`config.mk`:
```
export PLATFORM = sky130hd
export DESIGN_NAME = dpip_prio_regs
export DESIGN_NICKNAME = d
export VERILOG_FILES = /design/src/dpip_pkg.sv /design/src/dpip_sync3.sv /design/src/dpip_axil_slave.sv /design/src/dpip_prio_regs.sv
export VERILOG_INCLUDE_DIRS = /design/src /design/src/src
export SDC_FILE = /design/constraint.sdc
export NUM_CORES = 1
export LEC_CHECK = 0
export BUFFER_PORTS_ARGS = -buffer_cell sky130_fd_sc_hd__buf_4
export CORE_MARGIN = 5
export CORE_UTILIZATION = 48
export CTS_CLUSTER_DIAMETER = 30
export DETAILED_ROUTE_END_ITERATION = 16
export GPL_TIMING_DRIVEN = 0
export HOLD_SLACK_MARGIN = 0.05
export MAX_ROUTING_LAYER = met4
export PLACE_DENSITY = 0.79
export SLEW_MARGIN = 20
export SYNTH_ARGS = -nofsm -noshare
export SYNTH_HDL_FRONTEND = slang
export SYNTH_SLANG_ARGS = --single-unit
export TNS_END_PERCENT = 20
```
`constraint.sdc`:
```
create_clock -name aclk -period 2.2 [get_ports aclk]
set_clock_uncertainty 0.1 [all_clocks]
set_input_delay 0.11 -clock aclk [delete_from_list [all_inputs] [get_ports aclk]]
set_output_delay 0.11 -clock aclk [all_outputs]
set_load 0.005 [all_outputs]
```
`src/dpip_defines.svh`:
```
/*
 * offsets, field positions, masks, reset images and answer codes for the
 * dma/parallel-port interrupt priority registers.
 * assumes a 32-bit axi4-lite slave, word-aligned registers, 16-bit images.
 */
//
// Contract
// - dma ch3 priority at bits 2:0
// - dma ch4 priority at bits 10:8
// - field 111 means level seven, highest
// - 001 upward map to levels one-seven
// - field 000 disables the source
// - every field resets to 100
// - unimplemented bits read zero, ignore writes
// - can sources disabled when can absent
//
`ifndef DPIP_DEFINES_SVH
`define DPIP_DEFINES_SVH

`define DPIP_AW          8
`define DPIP_DW          32
`define DPIP_FW          3
`define DPIP_NSRC        5

////////////////////////////////////////////////////////////////////////////////
// register offsets (byte addresses)
`define DPIP_OFS_CH3     8'h00
`define DPIP_OFS_CH4PP   8'h04
`define DPIP_OFS_CAN     8'h08
`define DPIP_OFS_STAT    8'h0c

////////////////////////////////////////////////////////////////////////////////
// field positions (lsb)
`define DPIP_CH3_LSB     0
`define DPIP_CH4_LSB     8
`define DPIP_PP_LSB      4
`define DPIP_CANRX_LSB   0
`define DPIP_CANEV_LSB   4

////////////////////////////////////////////////////////////////////////////////
// implemented bits and reset images
`define DPIP_CH3_MASK    16'h0007
`define DPIP_CH4PP_MASK  16'h0770
`define DPIP_CAN_MASK    16'h0077
`define DPIP_CH3_RST     16'h0004
`define DPIP_CH4PP_RST   16'h0440
`define DPIP_CAN_RST     16'h0044

////////////////////////////////////////////////////////////////////////////////
// priority codes and bus answers
`define DPIP_PRIO_RST    3'h4
`define DPIP_PRIO_OFF    3'h0
`define DPIP_PRIO_MAX    3'h7
`define DPIP_RESP_OKAY   2'h0
`define DPIP_RESP_DECERR 2'h3

`endif

```
`src/dpip_pkg.sv`:
```
/*
 * types shared by the priority register block and its bus slave.
 * assumes dpip_defines.svh is on the include path.
 */
`default_nettype none
`include "dpip_defines.svh"

package dpip_pkg;

    typedef logic [`DPIP_FW-1:0] dpip_level_t;

    // one register write as the slave hands it over
    typedef struct packed {
        logic [`DPIP_AW-1:0] addr;
        logic [`DPIP_DW-1:0] data;
        logic [3:0]          strb;
    } dpip_wr_s;

    // effective priority level per source
    typedef struct packed {
        dpip_level_t can_evt;
        dpip_level_t can_rx;
        dpip_level_t pp;
        dpip_level_t ch4;
        dpip_level_t ch3;
    } dpip_levels_s;

endpackage

`default_nettype wire

```
`src/dpip_sync3.sv`:
```
/*
 * three-stage synchroniser for one asynchronous level.
 * assumes the caller compares only the second and third stages.
 */
`timescale 1ns/1ps
`default_nettype none

module dpip_sync3 (
    // clock and reset
    input  wire logic aclk,
    input  wire logic aresetn,
    // level
    input  wire logic async_in,
    output logic      sync_q2,
    output logic      sync_q3
);

    logic stage1_reg;

    always_ff @(posedge aclk) begin
        if (!aresetn) begin
            stage1_reg <= 1'b0;
            sync_q2    <= 1'b0;
            sync_q3    <= 1'b0;
        end else begin
            stage1_reg <= async_in;
            sync_q2    <= stage1_reg;
            sync_q3    <= sync_q2;
        end
    end

endmodule

`default_nettype wire

```
`src/dpip_axil_slave.sv`:
```
/*
 * axi4-lite slave front end: one write and one read under way at a time.
 * assumes the user side decodes the address combinationally in the fire cycle.
 */
`timescale 1ns/1ps
`default_nettype none
`include "dpip_defines.svh"

module dpip_axil_slave (
    // clock and reset
    input  wire logic                 aclk,
    input  wire logic                 aresetn,
    // write address and data
    input  wire logic                 s_axi_awvalid,
    output logic                      s_axi_awready,
    input  wire logic [`DPIP_AW-1:0]  s_axi_awaddr,
    input  wire logic                 s_axi_wvalid,
    output logic                      s_axi_wready,
    input  wire logic [`DPIP_DW-1:0]  s_axi_wdata,
    input  wire logic [3:0]           s_axi_wstrb,
    // write response
    output logic                      s_axi_bvalid,
    input  wire logic                 s_axi_bready,
    output logic [1:0]                s_axi_bresp,
    // read address
    input  wire logic                 s_axi_arvalid,
    output logic                      s_axi_arready,
    input  wire logic [`DPIP_AW-1:0]  s_axi_araddr,
    // read data
    output logic                      s_axi_rvalid,
    input  wire logic                 s_axi_rready,
    output logic [`DPIP_DW-1:0]       s_axi_rdata,
    output logic [1:0]                s_axi_rresp,
    // user side
    output dpip_pkg::dpip_wr_s        wr,
    output logic                      wr_fire,
    input  wire logic                 wr_ok,
    output logic [`DPIP_AW-1:0]       rd_addr,
    output logic                      rd_fire,
    input  wire logic [`DPIP_DW-1:0]  rd_data,
    input  wire logic                 rd_ok
);

    logic [`DPIP_AW-1:0] awaddr_reg;
    logic [`DPIP_DW-1:0] wdata_reg;
    logic [3:0]          wstrb_reg;
    logic                aw_full_reg;
    logic                w_full_reg;
    logic                ar_pend_reg;

    wire aw_hs = s_axi_awvalid & s_axi_awready;
    wire w_hs  = s_axi_wvalid & s_axi_wready;
    wire b_hs  = s_axi_bvalid & s_axi_bready;
    wire ar_hs = s_axi_arvalid & s_axi_arready;
    wire r_hs  = s_axi_rvalid & s_axi_rready;

    assign wr_fire = aw_full_reg & w_full_reg & ~s_axi_bvalid;
    assign wr      = '{addr: awaddr_reg, data: wdata_reg, strb: wstrb_reg};
    assign rd_fire = ar_pend_reg & ~s_axi_rvalid;

    ////////////////////////////////////////////////////////////////////////////
    // write path: address and data caught in either order
    always_ff @(posedge aclk) begin
        if (!aresetn) begin
            s_axi_awready <= 1'b1;
            s_axi_wready  <= 1'b1;
            aw_full_reg   <= 1'b0;
            w_full_reg    <= 1'b0;
            awaddr_reg    <= '0;
            wdata_reg     <= '0;
            wstrb_reg     <= '0;
            s_axi_bvalid  <= 1'b0;
            s_axi_bresp   <= `DPIP_RESP_OKAY;
        end else begin
            if (aw_hs) begin
                awaddr_reg    <= s_axi_awaddr;
                aw_full_reg   <= 1'b1;
                s_axi_awready <= 1'b0;
            end
            if (w_hs) begin
                wdata_reg    <= s_axi_wdata;
                wstrb_reg    <= s_axi_wstrb;
                w_full_reg   <= 1'b1;
                s_axi_wready <= 1'b0;
            end
            if (wr_fire) begin
                aw_full_reg  <= 1'b0;
                w_full_reg   <= 1'b0;
                s_axi_bvalid <= 1'b1;
                s_axi_bresp  <= wr_ok ? `DPIP_RESP_OKAY : `DPIP_RESP_DECERR;
            end
            // readies return only once the response is gone
            if (b_hs) begin
                s_axi_bvalid  <= 1'b0;
                s_axi_awready <= 1'b1;
                s_axi_wready  <= 1'b1;
            end
        end
    end

    ////////////////////////////////////////////////////////////////////////////
    // read path
    always_ff @(posedge aclk) begin
        if (!aresetn) begin
            s_axi_arready <= 1'b1;
            ar_pend_reg   <= 1'b0;
            rd_addr       <= '0;
            s_axi_rvalid  <= 1'b0;
            s_axi_rdata   <= '0;
            s_axi_rresp   <= `DPIP_RESP_OKAY;
        end else begin
            if (ar_hs) begin
                rd_addr       <= s_axi_araddr;
                ar_pend_reg   <= 1'b1;
                s_axi_arready <= 1'b0;
            end
            if (rd_fire) begin
                ar_pend_reg  <= 1'b0;
                s_axi_rvalid <= 1'b1;
                s_axi_rdata  <= rd_data;
                s_axi_rresp  <= rd_ok ? `DPIP_RESP_OKAY : `DPIP_RESP_DECERR;
            end
            if (r_hs) begin
                s_axi_rvalid  <= 1'b0;
                s_axi_arready <= 1'b1;
            end
        end
    end

endmodule

`default_nettype wire

```
`src/dpip_prio_regs.sv`:
```
/*
 * interrupt priority registers for dma ch3, dma ch4, the parallel port and
 * two can sources, with effective levels and per-source service gating.
 * assumes irq_pend comes from logic on aclk; can_present_pin is a strap
 * from a pin and may change at any time.
 */
`timescale 1ns/1ps
`default_nettype none
`include "dpip_defines.svh"

module dpip_prio_regs (
    // clock and reset
    input  wire logic                 aclk,
    input  wire logic                 aresetn,
    // axi4-lite write address and data
    input  wire logic                 s_axi_awvalid,
    output logic                      s_axi_awready,
    input  wire logic [`DPIP_AW-1:0]  s_axi_awaddr,
    input  wire logic                 s_axi_wvalid,
    output logic                      s_axi_wready,
    input  wire logic [`DPIP_DW-1:0]  s_axi_wdata,
    input  wire logic [3:0]           s_axi_wstrb,
    // axi4-lite write response
    output logic                      s_axi_bvalid,
    input  wire logic                 s_axi_bready,
    output logic [1:0]                s_axi_bresp,
    // axi4-lite read
    input  wire logic                 s_axi_arvalid,
    output logic                      s_axi_arready,
    input  wire logic [`DPIP_AW-1:0]  s_axi_araddr,
    output logic                      s_axi_rvalid,
    input  wire logic                 s_axi_rready,
    output logic [`DPIP_DW-1:0]       s_axi_rdata,
    output logic [1:0]                s_axi_rresp,
    // sources
    input  wire logic                 can_present_pin,
    input  wire logic [`DPIP_NSRC-1:0] irq_pend,
    // results
    output dpip_pkg::dpip_levels_s    levels,
    output logic [`DPIP_NSRC-1:0]     serviceable,
    output logic                      can_present
);

    ////////////////////////////////////////////////////////////////////////////
    // helpers

    // unimplemented writes dropped
    // byte-lane merge; unimplemented bits forced to zero
    function automatic logic [15:0] dpip_merge(
        input logic [15:0]         old,
        input logic [`DPIP_DW-1:0] data,
        input logic [3:0]          strb,
        input logic [15:0]         mask
    );
        logic [15:0] be;
        be = {{8{strb[1]}}, {8{strb[0]}}};
        return ((old & ~be) | (data[15:0] & be)) & mask;
    endfunction

    // nonzero is live
    // any code other than 000 is a live level
    function automatic logic dpip_enabled(input dpip_pkg::dpip_level_t lvl);
        return lvl != `DPIP_PRIO_OFF;
    endfunction

    ////////////////////////////////////////////////////////////////////////////
    // bus slave

    dpip_pkg::dpip_wr_s   wr;
    logic                 wr_fire;
    logic                 wr_ok;
    logic [`DPIP_AW-1:0]  rd_addr;
    logic                 rd_fire;
    logic [`DPIP_DW-1:0]  rd_data;
    logic                 rd_ok;

    dpip_axil_slave u_slave (
        .aclk          (aclk),
        .aresetn       (aresetn),
        .s_axi_awvalid (s_axi_awvalid),
        .s_axi_awready (s_axi_awready),
        .s_axi_awaddr  (s_axi_awaddr),
        .s_axi_wvalid  (s_axi_wvalid),
        .s_axi_wready  (s_axi_wready),
        .s_axi_wdata   (s_axi_wdata),
        .s_axi_wstrb   (s_axi_wstrb),
        .s_axi_bvalid  (s_axi_bvalid),
        .s_axi_bready  (s_axi_bready),
        .s_axi_bresp   (s_axi_bresp),
        .s_axi_arvalid (s_axi_arvalid),
        .s_axi_arready (s_axi_arready),
        .s_axi_araddr  (s_axi_araddr),
        .s_axi_rvalid  (s_axi_rvalid),
        .s_axi_rready  (s_axi_rready),
        .s_axi_rdata   (s_axi_rdata),
        .s_axi_rresp   (s_axi_rresp),
        .wr            (wr),
        .wr_fire       (wr_fire),
        .wr_ok         (wr_ok),
        .rd_addr       (rd_addr),
        .rd_fire       (rd_fire),
        .rd_data       (rd_data),
        .rd_ok         (rd_ok)
    );

    ////////////////////////////////////////////////////////////////////////////
    // can strap

    logic strap_q2;
    logic strap_q3;

    dpip_sync3 u_strap_sync (
        .aclk     (aclk),
        .aresetn  (aresetn),
        .async_in (can_present_pin),
        .sync_q2  (strap_q2),
        .sync_q3  (strap_q3)
    );

    // absent until proven present, so can never fires early
    always_ff @(posedge aclk) begin
        if (!aresetn) begin
            can_present <= 1'b0;
        end else if (strap_q2 == strap_q3) begin
            can_present <= strap_q3;
        end
    end

    ////////////////////////////////////////////////////////////////////////////
    // register images

    logic [15:0] dma_ch3_priority_reg;
    logic [15:0] dma_ch4_parport_priority_reg;
    logic [15:0] can_priority_reg;

    wire wr_sel_ch3  = wr.addr == `DPIP_OFS_CH3;
    wire wr_sel_ch4  = wr.addr == `DPIP_OFS_CH4PP;
    wire wr_sel_can  = wr.addr == `DPIP_OFS_CAN;
    wire wr_sel_stat = wr.addr == `DPIP_OFS_STAT;

    assign wr_ok = wr_sel_ch3 | wr_sel_ch4 | wr_sel_can | wr_sel_stat;

    wire [15:0] ch3_next = dpip_merge(dma_ch3_priority_reg, wr.data,
                                      wr.strb, `DPIP_CH3_MASK);
    wire [15:0] ch4_next = dpip_merge(dma_ch4_parport_priority_reg, wr.data,
                                      wr.strb, `DPIP_CH4PP_MASK);
    wire [15:0] can_next = dpip_merge(can_priority_reg, wr.data,
                                      wr.strb, `DPIP_CAN_MASK);

    always_ff @(posedge aclk) begin
        if (!aresetn) begin
            dma_ch3_priority_reg         <= `DPIP_CH3_RST;
            dma_ch4_parport_priority_reg <= `DPIP_CH4PP_RST;
            can_priority_reg             <= `DPIP_CAN_RST;
        end else if (wr_fire) begin
            if (wr_sel_ch3) begin
                dma_ch3_priority_reg <= ch3_next;
            end
            if (wr_sel_ch4) begin
                dma_ch4_parport_priority_reg <= ch4_next;
            end
            if (wr_sel_can) begin
                can_priority_reg <= can_next;
            end
        end
    end

    ////////////////////////////////////////////////////////////////////////////
    // effective levels

    dpip_pkg::dpip_levels_s levels_next;

    assign levels_next.ch3 = dma_ch3_priority_reg[`DPIP_CH3_LSB +: `DPIP_FW];
    assign levels_next.ch4 =
        dma_ch4_parport_priority_reg[`DPIP_CH4_LSB +: `DPIP_FW];
    assign levels_next.pp  =
        dma_ch4_parport_priority_reg[`DPIP_PP_LSB +: `DPIP_FW];
    assign levels_next.can_rx = can_present ?
        can_priority_reg[`DPIP_CANRX_LSB +: `DPIP_FW] : `DPIP_PRIO_OFF;
    assign levels_next.can_evt = can_present ?
        can_priority_reg[`DPIP_CANEV_LSB +: `DPIP_FW] : `DPIP_PRIO_OFF;

    wire [`DPIP_NSRC-1:0] src_enabled = {
        dpip_enabled(levels.can_evt),
        dpip_enabled(levels.can_rx),
        dpip_enabled(levels.pp),
        dpip_enabled(levels.ch4),
        dpip_enabled(levels.ch3)
    };

    // strap gates can service
    // levels lag the strap, so a falling strap must block service by itself
    wire [`DPIP_NSRC-1:0] src_gate = {can_present, can_present, 3'h7};

    // levels lag the images by one cycle; arbiter sees a clean flop
    always_ff @(posedge aclk) begin
        if (!aresetn) begin
            levels      <= '{ch3: `DPIP_PRIO_RST, ch4: `DPIP_PRIO_RST,
                             pp: `DPIP_PRIO_RST, can_rx: `DPIP_PRIO_OFF,
                             can_evt: `DPIP_PRIO_OFF};
            serviceable <= '0;
        end else begin
            levels      <= levels_next;
            serviceable <= irq_pend & src_enabled & src_gate;
        end
    end

    ////////////////////////////////////////////////////////////////////////////
    // read decode

    wire rd_sel_ch3  = rd_addr == `DPIP_OFS_CH3;
    wire rd_sel_ch4  = rd_addr == `DPIP_OFS_CH4PP;
    wire rd_sel_can  = rd_addr == `DPIP_OFS_CAN;
    wire rd_sel_stat = rd_addr == `DPIP_OFS_STAT;

    wire [15:0] stat_image = {10'h000, can_present, serviceable};

    assign rd_ok = rd_sel_ch3 | rd_sel_ch4 | rd_sel_can | rd_sel_stat;

    assign rd_data = {16'h0000,
        ({16{rd_sel_ch3}}  & dma_ch3_priority_reg) |
        ({16{rd_sel_ch4}}  & dma_ch4_parport_priority_reg) |
        ({16{rd_sel_can}}  & can_priority_reg) |
        ({16{rd_sel_stat}} & stat_image)};

    ////////////////////////////////////////////////////////////////////////////
    // checks

    AST_CH3_WRITE : assert property (
        @(posedge aclk) disable iff (!aresetn)
        wr_fire && wr_sel_ch3 && wr.strb[0]
        |=> ##1 levels.ch3 == $past(wr.data[`DPIP_CH3_LSB +: `DPIP_FW], 2)
    ) else $error("ch3 level did not follow write");

    AST_CH4_WRITE : assert property (
        @(posedge aclk) disable iff (!aresetn)
        wr_fire && wr_sel_ch4 && wr.strb[1]
        |=> ##1 levels.ch4 == $past(wr.data[`DPIP_CH4_LSB +: `DPIP_FW], 2)
    ) else $error("ch4 level did not follow write");

    AST_PP_WRITE : assert property (
        @(posedge aclk) disable iff (!aresetn)
        wr_fire && wr_sel_ch4 && wr.strb[0]
        |=> ##1 levels.pp == $past(wr.data[`DPIP_PP_LSB +: `DPIP_FW], 2)
    ) else $error("port level did not follow write");

    AST_TOP_LEVEL : assert property (
        @(posedge aclk) disable iff (!aresetn)
        levels.ch4 == `DPIP_PRIO_MAX && irq_pend[1] |=> serviceable[1]
    ) else $error("level seven source not serviceable");

    AST_LOW_LEVELS : assert property (
        @(posedge aclk) disable iff (!aresetn)
        levels.pp != `DPIP_PRIO_OFF && irq_pend[2] |=> serviceable[2]
    ) else $error("enabled port source not serviceable");

    AST_DISABLED : assert property (
        @(posedge aclk) disable iff (!aresetn)
        levels.ch3 == `DPIP_PRIO_OFF |=> !serviceable[0]
    ) else $error("disabled source became serviceable");

    AST_RESET_VALUE : assert property (
        @(posedge aclk)
        !aresetn |=> dma_ch3_priority_reg == `DPIP_CH3_RST
            && dma_ch4_parport_priority_reg == `DPIP_CH4PP_RST
            && can_priority_reg == `DPIP_CAN_RST
    ) else $error("priority fields not at reset value");

    AST_RESERVED_ZERO : assert property (
        @(posedge aclk) disable iff (!aresetn)
        s_axi_rvalid |-> s_axi_rdata[31:16] == 16'h0000
            && (dma_ch3_priority_reg & ~`DPIP_CH3_MASK) == 16'h0000
            && (dma_ch4_parport_priority_reg & ~`DPIP_CH4PP_MASK) == 16'h0000
    ) else $error("unimplemented bits not zero");

    AST_CAN_ABSENT : assert property (
        @(posedge aclk) disable iff (!aresetn)
        !can_present |=> levels.can_rx == `DPIP_PRIO_OFF
            && levels.can_evt == `DPIP_PRIO_OFF
            && serviceable[4:3] == 2'h0
    ) else $error("can source live without can");

    COV_CH3_WRITE : cover property (
        @(posedge aclk) disable iff (!aresetn)
        wr_fire && wr_sel_ch3
    );

    COV_READ_BACK : cover property (
        @(posedge aclk) disable iff (!aresetn)
        s_axi_rvalid && s_axi_rready && s_axi_rresp == `DPIP_RESP_OKAY
    );

    COV_DISABLED_PEND : cover property (
        @(posedge aclk) disable iff (!aresetn)
        irq_pend[0] && levels.ch3 == `DPIP_PRIO_OFF
    );

    COV_CAN_LIVE : cover property (
        @(posedge aclk) disable iff (!aresetn)
        can_present && serviceable[3]
    );

endmodule

`default_nettype wire

```
==> results of run 1 <==
==> area by class of cell <==
class / count / area share [%]
sequential: 86 / 37.1
multi-input combinational: 242 / 28.8
timing repair buffer: 117 / 21.0
buffer: 44 / 5.56
tap: 80 / 2.16
inverter: 16 / 1.30
clock inverter: 4 / 1.03
clock buffer: 11 / 3.05
==> report_power, final <==
part	internal, mW	total [mW]	switching, mW	leakage, nW
Sequential	1.61	1.64	0.0321	0.701
Clock	0.546	1.05	0.504	0.0952
Combinational	0.199	0.378	0.179	1.31
==> cell families (layout without fill, tap and decap cells) <==
| group | count (synthesis) | count (layout) |
|---|---|---|
| buffers and inverters | 60 | 192 |
| AOI/OAI and AO/OA | 59 | 59 |
| DFF | 86 | 86 |
| and+or+nand+nor | 141 | 141 |
| other | 1 | 22 |
| muxes | 20 | 20 |
==> worst max path at each step <==
stage | endpoint | slack [ps] | cells after the start
3_3_place_gp | flip-flop | 170 | 3
6_report | u_slave.s_axi_wready | 150 | 7
4_1_cts | u_slave.s_axi_wready | 30 | 7
5_1_grt | u_slave.s_axi_wready | 30 | 7
2_1_floorplan | flip-flop | 350 | 4
3_5_place_dp | flip-flop | 80 | 3
==> per-stage QoR <==
step | area, um2 | utilization, %
floorplan | 3360 | -
global placement | 4050 | 60.3
detailed placement | 4050 | 60.3
CTS | 4620 | 68.8
global route | 4640 | 69.0
finish | 4640 | 69.0
==> per-layer routing <==
metal	GRT usage, %	vias up	routed length (um)
met3	4.55	10	447
met1	24.1	1287	3470
met2	34.4	89	4100
met4	6.23	0	74
li1	-	1492	-
met5	-	-	0
==> cell usage after synthesis <==
library cell / count
sky130_fd_sc_hd__dfxtp_1: 86
sky130_fd_sc_hd__nand2_1: 66
sky130_fd_sc_hd__a21oi_1: 39
sky130_fd_sc_hd__buf_4: 24
sky130_fd_sc_hd__nand3_1: 23
sky130_fd_sc_hd__clkbuf_1: 19
sky130_fd_sc_hd__inv_1: 15
sky130_fd_sc_hd__mux2i_1: 14
sky130_fd_sc_hd__nor2_1: 11
sky130_fd_sc_hd__and3_1: 7
sky130_fd_sc_hd__nand4_1: 7
sky130_fd_sc_hd__and2_1: 6
sky130_fd_sc_hd__mux2_2: 6
sky130_fd_sc_hd__o21ai_0: 6
sky130_fd_sc_hd__o311a_1: 5
sky130_fd_sc_hd__nand2b_1: 4
sky130_fd_sc_hd__nand3b_1: 4
sky130_fd_sc_hd__o211ai_1: 4
sky130_fd_sc_hd__nor4_1: 3
sky130_fd_sc_hd__a22oi_1: 2
sky130_fd_sc_hd__and3b_1: 2
sky130_fd_sc_hd__nor2b_1: 2
sky130_fd_sc_hd__a221oi_1: 1
sky130_fd_sc_hd__buf_2: 1
sky130_fd_sc_hd__clkinv_1: 1
sky130_fd_sc_hd__conb_1: 1
sky130_fd_sc_hd__nor4_2: 1
sky130_fd_sc_hd__nor4b_1: 1
sky130_fd_sc_hd__o21a_1: 1
sky130_fd_sc_hd__o21bai_1: 1
sky130_fd_sc_hd__or2_2: 1
sky130_fd_sc_hd__or3b_2: 1
sky130_fd_sc_hd__or4_1: 1
sky130_fd_sc_hd__or4_4: 1
==> worst max-delay path, stage by stage <==
cell and delay, ps:
sky130_fd_sc_hd__dlygate4sd3_1 530, sky130_fd_sc_hd__buf_4 130, sky130_fd_sc_hd__clkinv_1 230, sky130_fd_sc_hd__buf_2 290, sky130_fd_sc_hd__a21oi_1 210, sky130_fd_sc_hd__o21ai_0 120
sky130_fd_sc_hd__dlygate4sd3_1 560
==> placed cells by master, fill, tap and decap left out, types with 2 or more instances in the layout <==
cell	n
sky130_fd_sc_hd__dlygate4sd3_1	38
sky130_fd_sc_hd__nor2b_1	2
sky130_fd_sc_hd__mux2i_1	14
sky130_fd_sc_hd__nand3b_1	4
sky130_fd_sc_hd__o21ai_0	6
sky130_fd_sc_hd__and2_1	6
sky130_fd_sc_hd__nand3_1	23
sky130_fd_sc_hd__clkbuf_8	10
sky130_fd_sc_hd__nor4_2	3
sky130_fd_sc_hd__nand2b_1	4
sky130_fd_sc_hd__clkinv_2	2
sky130_fd_sc_hd__mux2_2	6
sky130_fd_sc_hd__and3b_1	2
sky130_fd_sc_hd__nor2_1	11
sky130_fd_sc_hd__a21oi_1	39
sky130_fd_sc_hd__o311a_1	5
sky130_fd_sc_hd__dfxtp_1	86
sky130_fd_sc_hd__a22oi_1	2
sky130_fd_sc_hd__conb_1	22
sky130_fd_sc_hd__buf_2	2
sky130_fd_sc_hd__nand4_1	7
sky130_fd_sc_hd__buf_4	103
sky130_fd_sc_hd__clkbuf_1	19
sky130_fd_sc_hd__inv_1	15
sky130_fd_sc_hd__nand2_1	66
sky130_fd_sc_hd__o211ai_1	4
sky130_fd_sc_hd__and3_1	7
==> timing repair <==
action | 4_1_cts | 5_1_grt
hold buffers | 38 | 0
setup endpoints to repair | 0 | 6
hold endpoints to repair | 40 | 0
gates resized for setup | 0 | 5
==> summary by stage, run 1 <==
Status
The run finished with clean final reports.

Yosys
The synthesized netlist devotes 21.0% of its cell area to simple gates. The sequential share of the synthesized area is 52.5%. In the synthesized netlist, mux cells make up 6.33% of the area. The area share of fa/ha/maj cells after synthesis is 0%. The share of Yosys cell area claimed by the top area cell type is 52.5%.

By area, the combinational part of the netlist is dominated by simple AND/OR/NAND/NOR gates. Counting distinct cell types in the post-synthesis netlist gives 34. Synthesis handed over a netlist of 367 instances. The average cell area after synthesis is 8.94 um2. After synthesis, the cell types taking the most area are sky130_fd_sc_hd__dfxtp_1 52%, sky130_fd_sc_hd__nand2_1 7.5%, sky130_fd_sc_hd__a21oi_1 5.9%. The largest total area in the synthesized netlist belongs to sky130_fd_sc_hd__dfxtp_1. The post-synthesis instance area is 0.00328 mm2. For this run, the number of Yosys warnings is 0. In this run, synthesis produced a sequential element count of 86. Of the total synthesized cell area, the portion taken by XOR and XNOR cells is 0%. Summing the areas of all compound-gate instances in the mapped netlist gives 10.5% of the synthesized area.

STA
For the pin with the worst max-slew slack, the measured transition is 601 ps. After layout, the worst setup slack is 151 ps. The maximum clock rate is 488 MHz.

Setup repair after global routing left no endpoint under its margin. Setup violations remaining at the end of the flow were counted as 0. The total count of hold-check failures in the final report came to 0. The total negative setup slack is 0 ps.

Measured against its own limit, the worst slew margin works out to 59.9%. The worst hold slack is 116 ps. The shortest period the worst path allows is 2050 ps. The number of max-slew violations in the final report came to 0.

The final critical-path share of the clock period is 93.1%.

Place
At the placement stage, the worst setup path has a slack of 80.2 ps. Detailed placement finished with a half-perimeter wire length of 5.89 mm. The number of placed cells counting well taps is 547.

At the end of routability-driven placement, the weighted congestion stood at 0.874. In this run the tool buffered the top-level ports with 79 buffer cells.

Clocking
The TritonCTS clock tree is built. In this run the post-CTS setup repair buffer count came out at 0. The clock tree root driver cell is sky130_fd_sc_hd__clkbuf_8. The clock sink count is 86. The clock-pin transition on the worst setup and hold timing paths is 80 ps. The clock passes through at most 2 buffers. Clock latency on the worst-skew pair, taken at its later pin, is 340 ps.

The number of buffers created by CTS is 9. The depth of the CTS H-tree is 3.

Critical path
The launch point of the worst path is aresetn. The worst register-to-register path has a depth of 3. The critical-path maximum fanout is 10.

The required time reported for the critical path endpoint is 2330 ps. The reg2reg setup slack is 210 ps. STA classifies the critical path endpoint as a flip-flop. The worst register-to-register path begins at u_slave.awaddr_reg[0]. Data arrives at the worst endpoint at 2180 ps. The critical path is of the in2reg type. STA classifies the critical path startpoint as an input pin.

Floorplanning
The total I/O pin count is 127. The die height is 92.7 um. The horizontal extent of the die is 92.7 um. The core outline area is 0.00672 mm2. The floorplan has 30 rows. The overall die area is 0.00859 mm2. The initial utilization of the core area, before any placement, comes to 48.8%.

Hold path
The worst hold path passes through 4 cells. The kind of path behind the tightest hold check is in2reg. The destination of the worst hold path is u_slave.awaddr_reg[4].

The source of the worst hold timing path is s_axi_awvalid.

Power
The leakage dissipation is 2.10 nW. The sum of internal, switching and leakage power is 3.07 mW. In this run the power density over the cells is 662 mW/mm2. VDD sags by at most 0.382 mV.

Routing
After detailed routing, the number of remaining DRC violations is 0. The detailed router's first-iteration violation count is 145. The detail route stage leaves a number of antenna-violating nets equal to 0. In the final routed layout, each cell accounts on average for 13.5 um. Dividing the detail-routed via count by the number of cells gives 4.80. After detailed routing, the total wire length is 8.09 mm.

The length of the first detailed-routing pass in iterations is 4. Across all layers, the routed design uses 2878 vias.

Layout
The register area is 0.00172 mm2. Once layout is complete, the cells apart from fillers number 600. The net count of the finished layout is 581. The number of antenna diodes in the final layout is 0. Summing all multi-input logic gate instances after layout gives 0.00134 mm2. The area growth from synthesis to final layout is 41.3%. In the final layout, the share of cells above drive strength 1 is 25.2%.

Fill cells in the final layout number 513.

GRT
Entering global routing, the biggest net connects 14 pins. The via count of the first global-routing pass is 2872. The total track usage is 20.3%.

The number of antenna violations at the first check in global routing is 0. Global routing finished with a remaining overflow of 0. The wire length of the first global-routing pass is 13.5 mm.

Job
Max-cap violations in this run came to 0.
(Power assumes the default switching activity.)
==> run 2, diff against run 1 <==
--- a/config.mk
+++ b/config.mk
@@ -6,7 +6,7 @@
 export SDC_FILE = /design/constraint.sdc
 export NUM_CORES = 1
 export LEC_CHECK = 0
-export BUFFER_PORTS_ARGS = -buffer_cell sky130_fd_sc_hd__buf_4
+export BUFFER_PORTS_ARGS = -buffer_cell sky130_fd_sc_hd__buf_2
 export CORE_MARGIN = 5
 export CORE_UTILIZATION = 48
 export CTS_CLUSTER_DIAMETER = 30
@@ -15,6 +15,7 @@
 export HOLD_SLACK_MARGIN = 0.05
 export MAX_ROUTING_LAYER = met4
 export PLACE_DENSITY = 0.79
+export RECOVER_POWER = 100
 export SLEW_MARGIN = 20
 export SYNTH_ARGS = -nofsm -noshare
 export SYNTH_HDL_FRONTEND = slang
==> run 2 against run 1 <==
  * Final cell count increased by 0.17%
  * Final area decreased by 4.5%
  * Die area unchanged
  * Via count increased by 2.0%
  * Non-clock buffer count stayed put
  * Maximum frequency decreased by 4.2%
==> summary by stage, run 2 (synthesis results as in run 1) <==
Critical path
STA classifies the critical path startpoint as a flip-flop. The worst setup path is of the reg2reg kind. The worst setup path is captured at a flip-flop. The arrival time of data at the critical path endpoint is 2310 ps. The reg2reg setup slack is 60 ps. The startpoint identified for the worst register-to-register timing path is u_slave.awaddr_reg[0]. The worst register-to-register path has a depth of 3. The critical-path maximum fanout is 5. At the worst endpoint, the required time is 2370 ps.

Power
The share of total power in combinational logic is 10.8%. The clock network accounts for 37.8% of the total power. In this run the power density over the cells is 721 mW/mm2.

The internal power of the cells is 2.42 mW. Summed over all cells, the static leakage comes to 1.96 nW. The analysis attributes to net switching a power of 0.774 mW.

Net switching is 24.3% of the power. Per report_power, the sequential group accounts for 51.4% of the total. The maximum vdd ir drop is 0.385 mV.

STA
The worst hold slack is 115 ps. The total count of hold-check failures in the final report is 0. At the pin with the least slew margin, the transition time is 914 ps. Setup repair after global routing left no endpoint under its margin. The shortest period the worst path allows is 2140 ps. In this run the tightest slew margin relative to its limit is 38.5%. The setup violation total in the final timing report is 0. The maximum clock rate is 467 MHz. The final critical-path share of the clock period is 97.3%. The number of max-slew violations in the final report is 0. The total negative setup slack is 0 ps.

Once routing completed, OpenROAD measured the worst setup slack at 60.0 ps.

Routing
The antenna violation net count after detailed routing is 0. After detailed routing, the number of vias per cell comes to 4.88. The overall routed net length is 8.27 mm.

The detailed router finished its first iteration with 142 violations. Dividing the detail-routed wire length by the instance count gives 13.8 um. The length of the first detailed-routing pass in iterations is 4. The detailed-route via count is 2935.

The number of DRC violations after detailed routing is 0.

GRT
The via count of the first global-routing pass is 2886. Entering global routing, the biggest net connects 16 pins. The final global-route overflow total is 0. The total track usage is 20.1%. The number of antenna violations at the first check in global routing was 0.

The wire length of the first global-routing pass is 13.3 mm.

Layout
Leaving out fill and tap cells, the most frequent cells in the layout are 86 x sky130_fd_sc_hd__dfxtp_1, 66 x sky130_fd_sc_hd__nand2_1, 50 x sky130_fd_sc_hd__buf_2. 0 antenna diodes ended up in the layout. Compared with the post-synthesis result, the final layout area differs by 34.9%. The leading cell type in the layout, fill and taps excluded is sky130_fd_sc_hd__dfxtp_1.

The fraction of final layout cells sized beyond drive strength 1 is 19.6%. The count of nets after finishing is 581. Leaving out filler cells and counting taps, the final layout contains 601.

Hold path
The startpoint identified for the worst hold timing path is s_axi_awvalid. The path with the worst hold slack has its endpoint at u_slave.awaddr_reg[1]. The kind of path behind the tightest hold check is in2reg. The number of stages on the worst hold path is 4.

Clocking
The clock passes through at most 2 buffers. The depth of the CTS H-tree is 3. The number of setup buffers added after CTS is 0.

The clock sink count is 86. The clock tree root driver cell is sky130_fd_sc_hd__clkbuf_8. After clock tree synthesis, the clock-pin slew on the worst setup and hold paths is 90 ps. Clock tree synthesis inserted a total of 9 buffers.

For the worst-skew pair, the clock arrives at the later sink with an insertion delay of 340 ps. The TritonCTS clock tree is built.

Floorplanning
Row generation in the floorplan step produced 30 rows. 127 I/O pins were placed. The initial utilization of the core area, before any placement, comes to 48.8%.

The overall die area is 0.00859 mm2. The horizontal extent of the die is 92.7 um. The floorplan step set the die height to 92.7 um. In this run the standard cell core region covers 0.00672 mm2.

Place
At the end of routability-driven placement, the weighted congestion stood at 0.863. The number of port buffers is 79. The placement-stage worst setup slack is 78.5 ps. The number of placed cells counting well taps is 547. Summed over all nets, the half-perimeter wirelength after detailed placement is 5.74 mm.

Job
The tool flagged a number of max-cap violations equal to 0.

Status
The flow ran to the end, and the final reports show no timing, DRC or antenna violations.
-- run 2: cell types whose count changed in the layout (fill, tap and decap cells not counted), moves of 3 or more --
cell                       delta
sky130_fd_sc_hd__buf_4       -81
sky130_fd_sc_hd__and2_0       +5
sky130_fd_sc_hd__buf_2       +48
sky130_fd_sc_hd__clkinv_4     +3
sky130_fd_sc_hd__clkbuf_1    +28
sky130_fd_sc_hd__and2_1       -5
-- run 2: worst max path at each step --
stage	from	endpoint	slack (ps)
CTS	aresetn	u_slave.s_axi_wready	20
global route	u_slave.awaddr_reg[0]	flip-flop	4
global placement	u_slave.awaddr_reg[0]	flip-flop	160
finish	u_slave.awaddr_reg[0]	flip-flop	60
floorplan	u_slave.awaddr_reg[0]	flip-flop	350
detailed placement	u_slave.awaddr_reg[0]	flip-flop	80
-- run 2: cell type report --
type	instances	area, um2
multi-input cells	242	1320
inverters	16	63.8
plain buffers	44	256
clock inverters	7	98.8
fillers	566	2290
flip-flops and latches	86	1720
clock buffers	9	124
repair buffers	117	739
well taps	80	100
-- run 2: worst max-delay path: stages, from the launching register on --
cell and delay, ps:
sky130_fd_sc_hd__dfxtp_1 330, sky130_fd_sc_hd__or4_4 570, sky130_fd_sc_hd__nor4_1 800, sky130_fd_sc_hd__mux2i_1 260
-- run 2: layer usage --
metal,routed length (um),vias up,track usage (%)
met3,471,10,3.90
met5,0,-,-
met4,104,0,7.69
li1,-,1490,-
met2,4130,96,34.4
met1,3560,1339,23.4
-- run 2: power by group through the flow --
stage               Combinational (mW)  Sequential (mW)  Clock [mW]
floorplan                        0.190             1.67           0
global placement                 0.282             1.67           0
detailed placement               0.289             1.68           0
CTS                              0.341             1.64        1.22
global route                     0.385             1.65        1.29
finish                           0.345             1.64        1.21
-- run 2: timing repair --
action	4_1_cts	5_1_grt
gates resized for setup	0	3
endpoints found under the hold margin	40	0
hold buffers	38	0
setup endpoints to repair	0	1
-- run 2: stage by stage --
stage / total power [mW] / instance area [um2] / utilization [%]
6_report: 3.19 / 4430 / 65.9
5_1_grt: 3.32 / 4430 / 65.9
4_1_cts: 3.20 / 4460 / 66.4
3_5_place_dp: 1.96 / 3860 / 57.4
3_3_place_gp: 1.95 / 3860 / 57.4
2_1_floorplan: 1.86 / 3360 / -
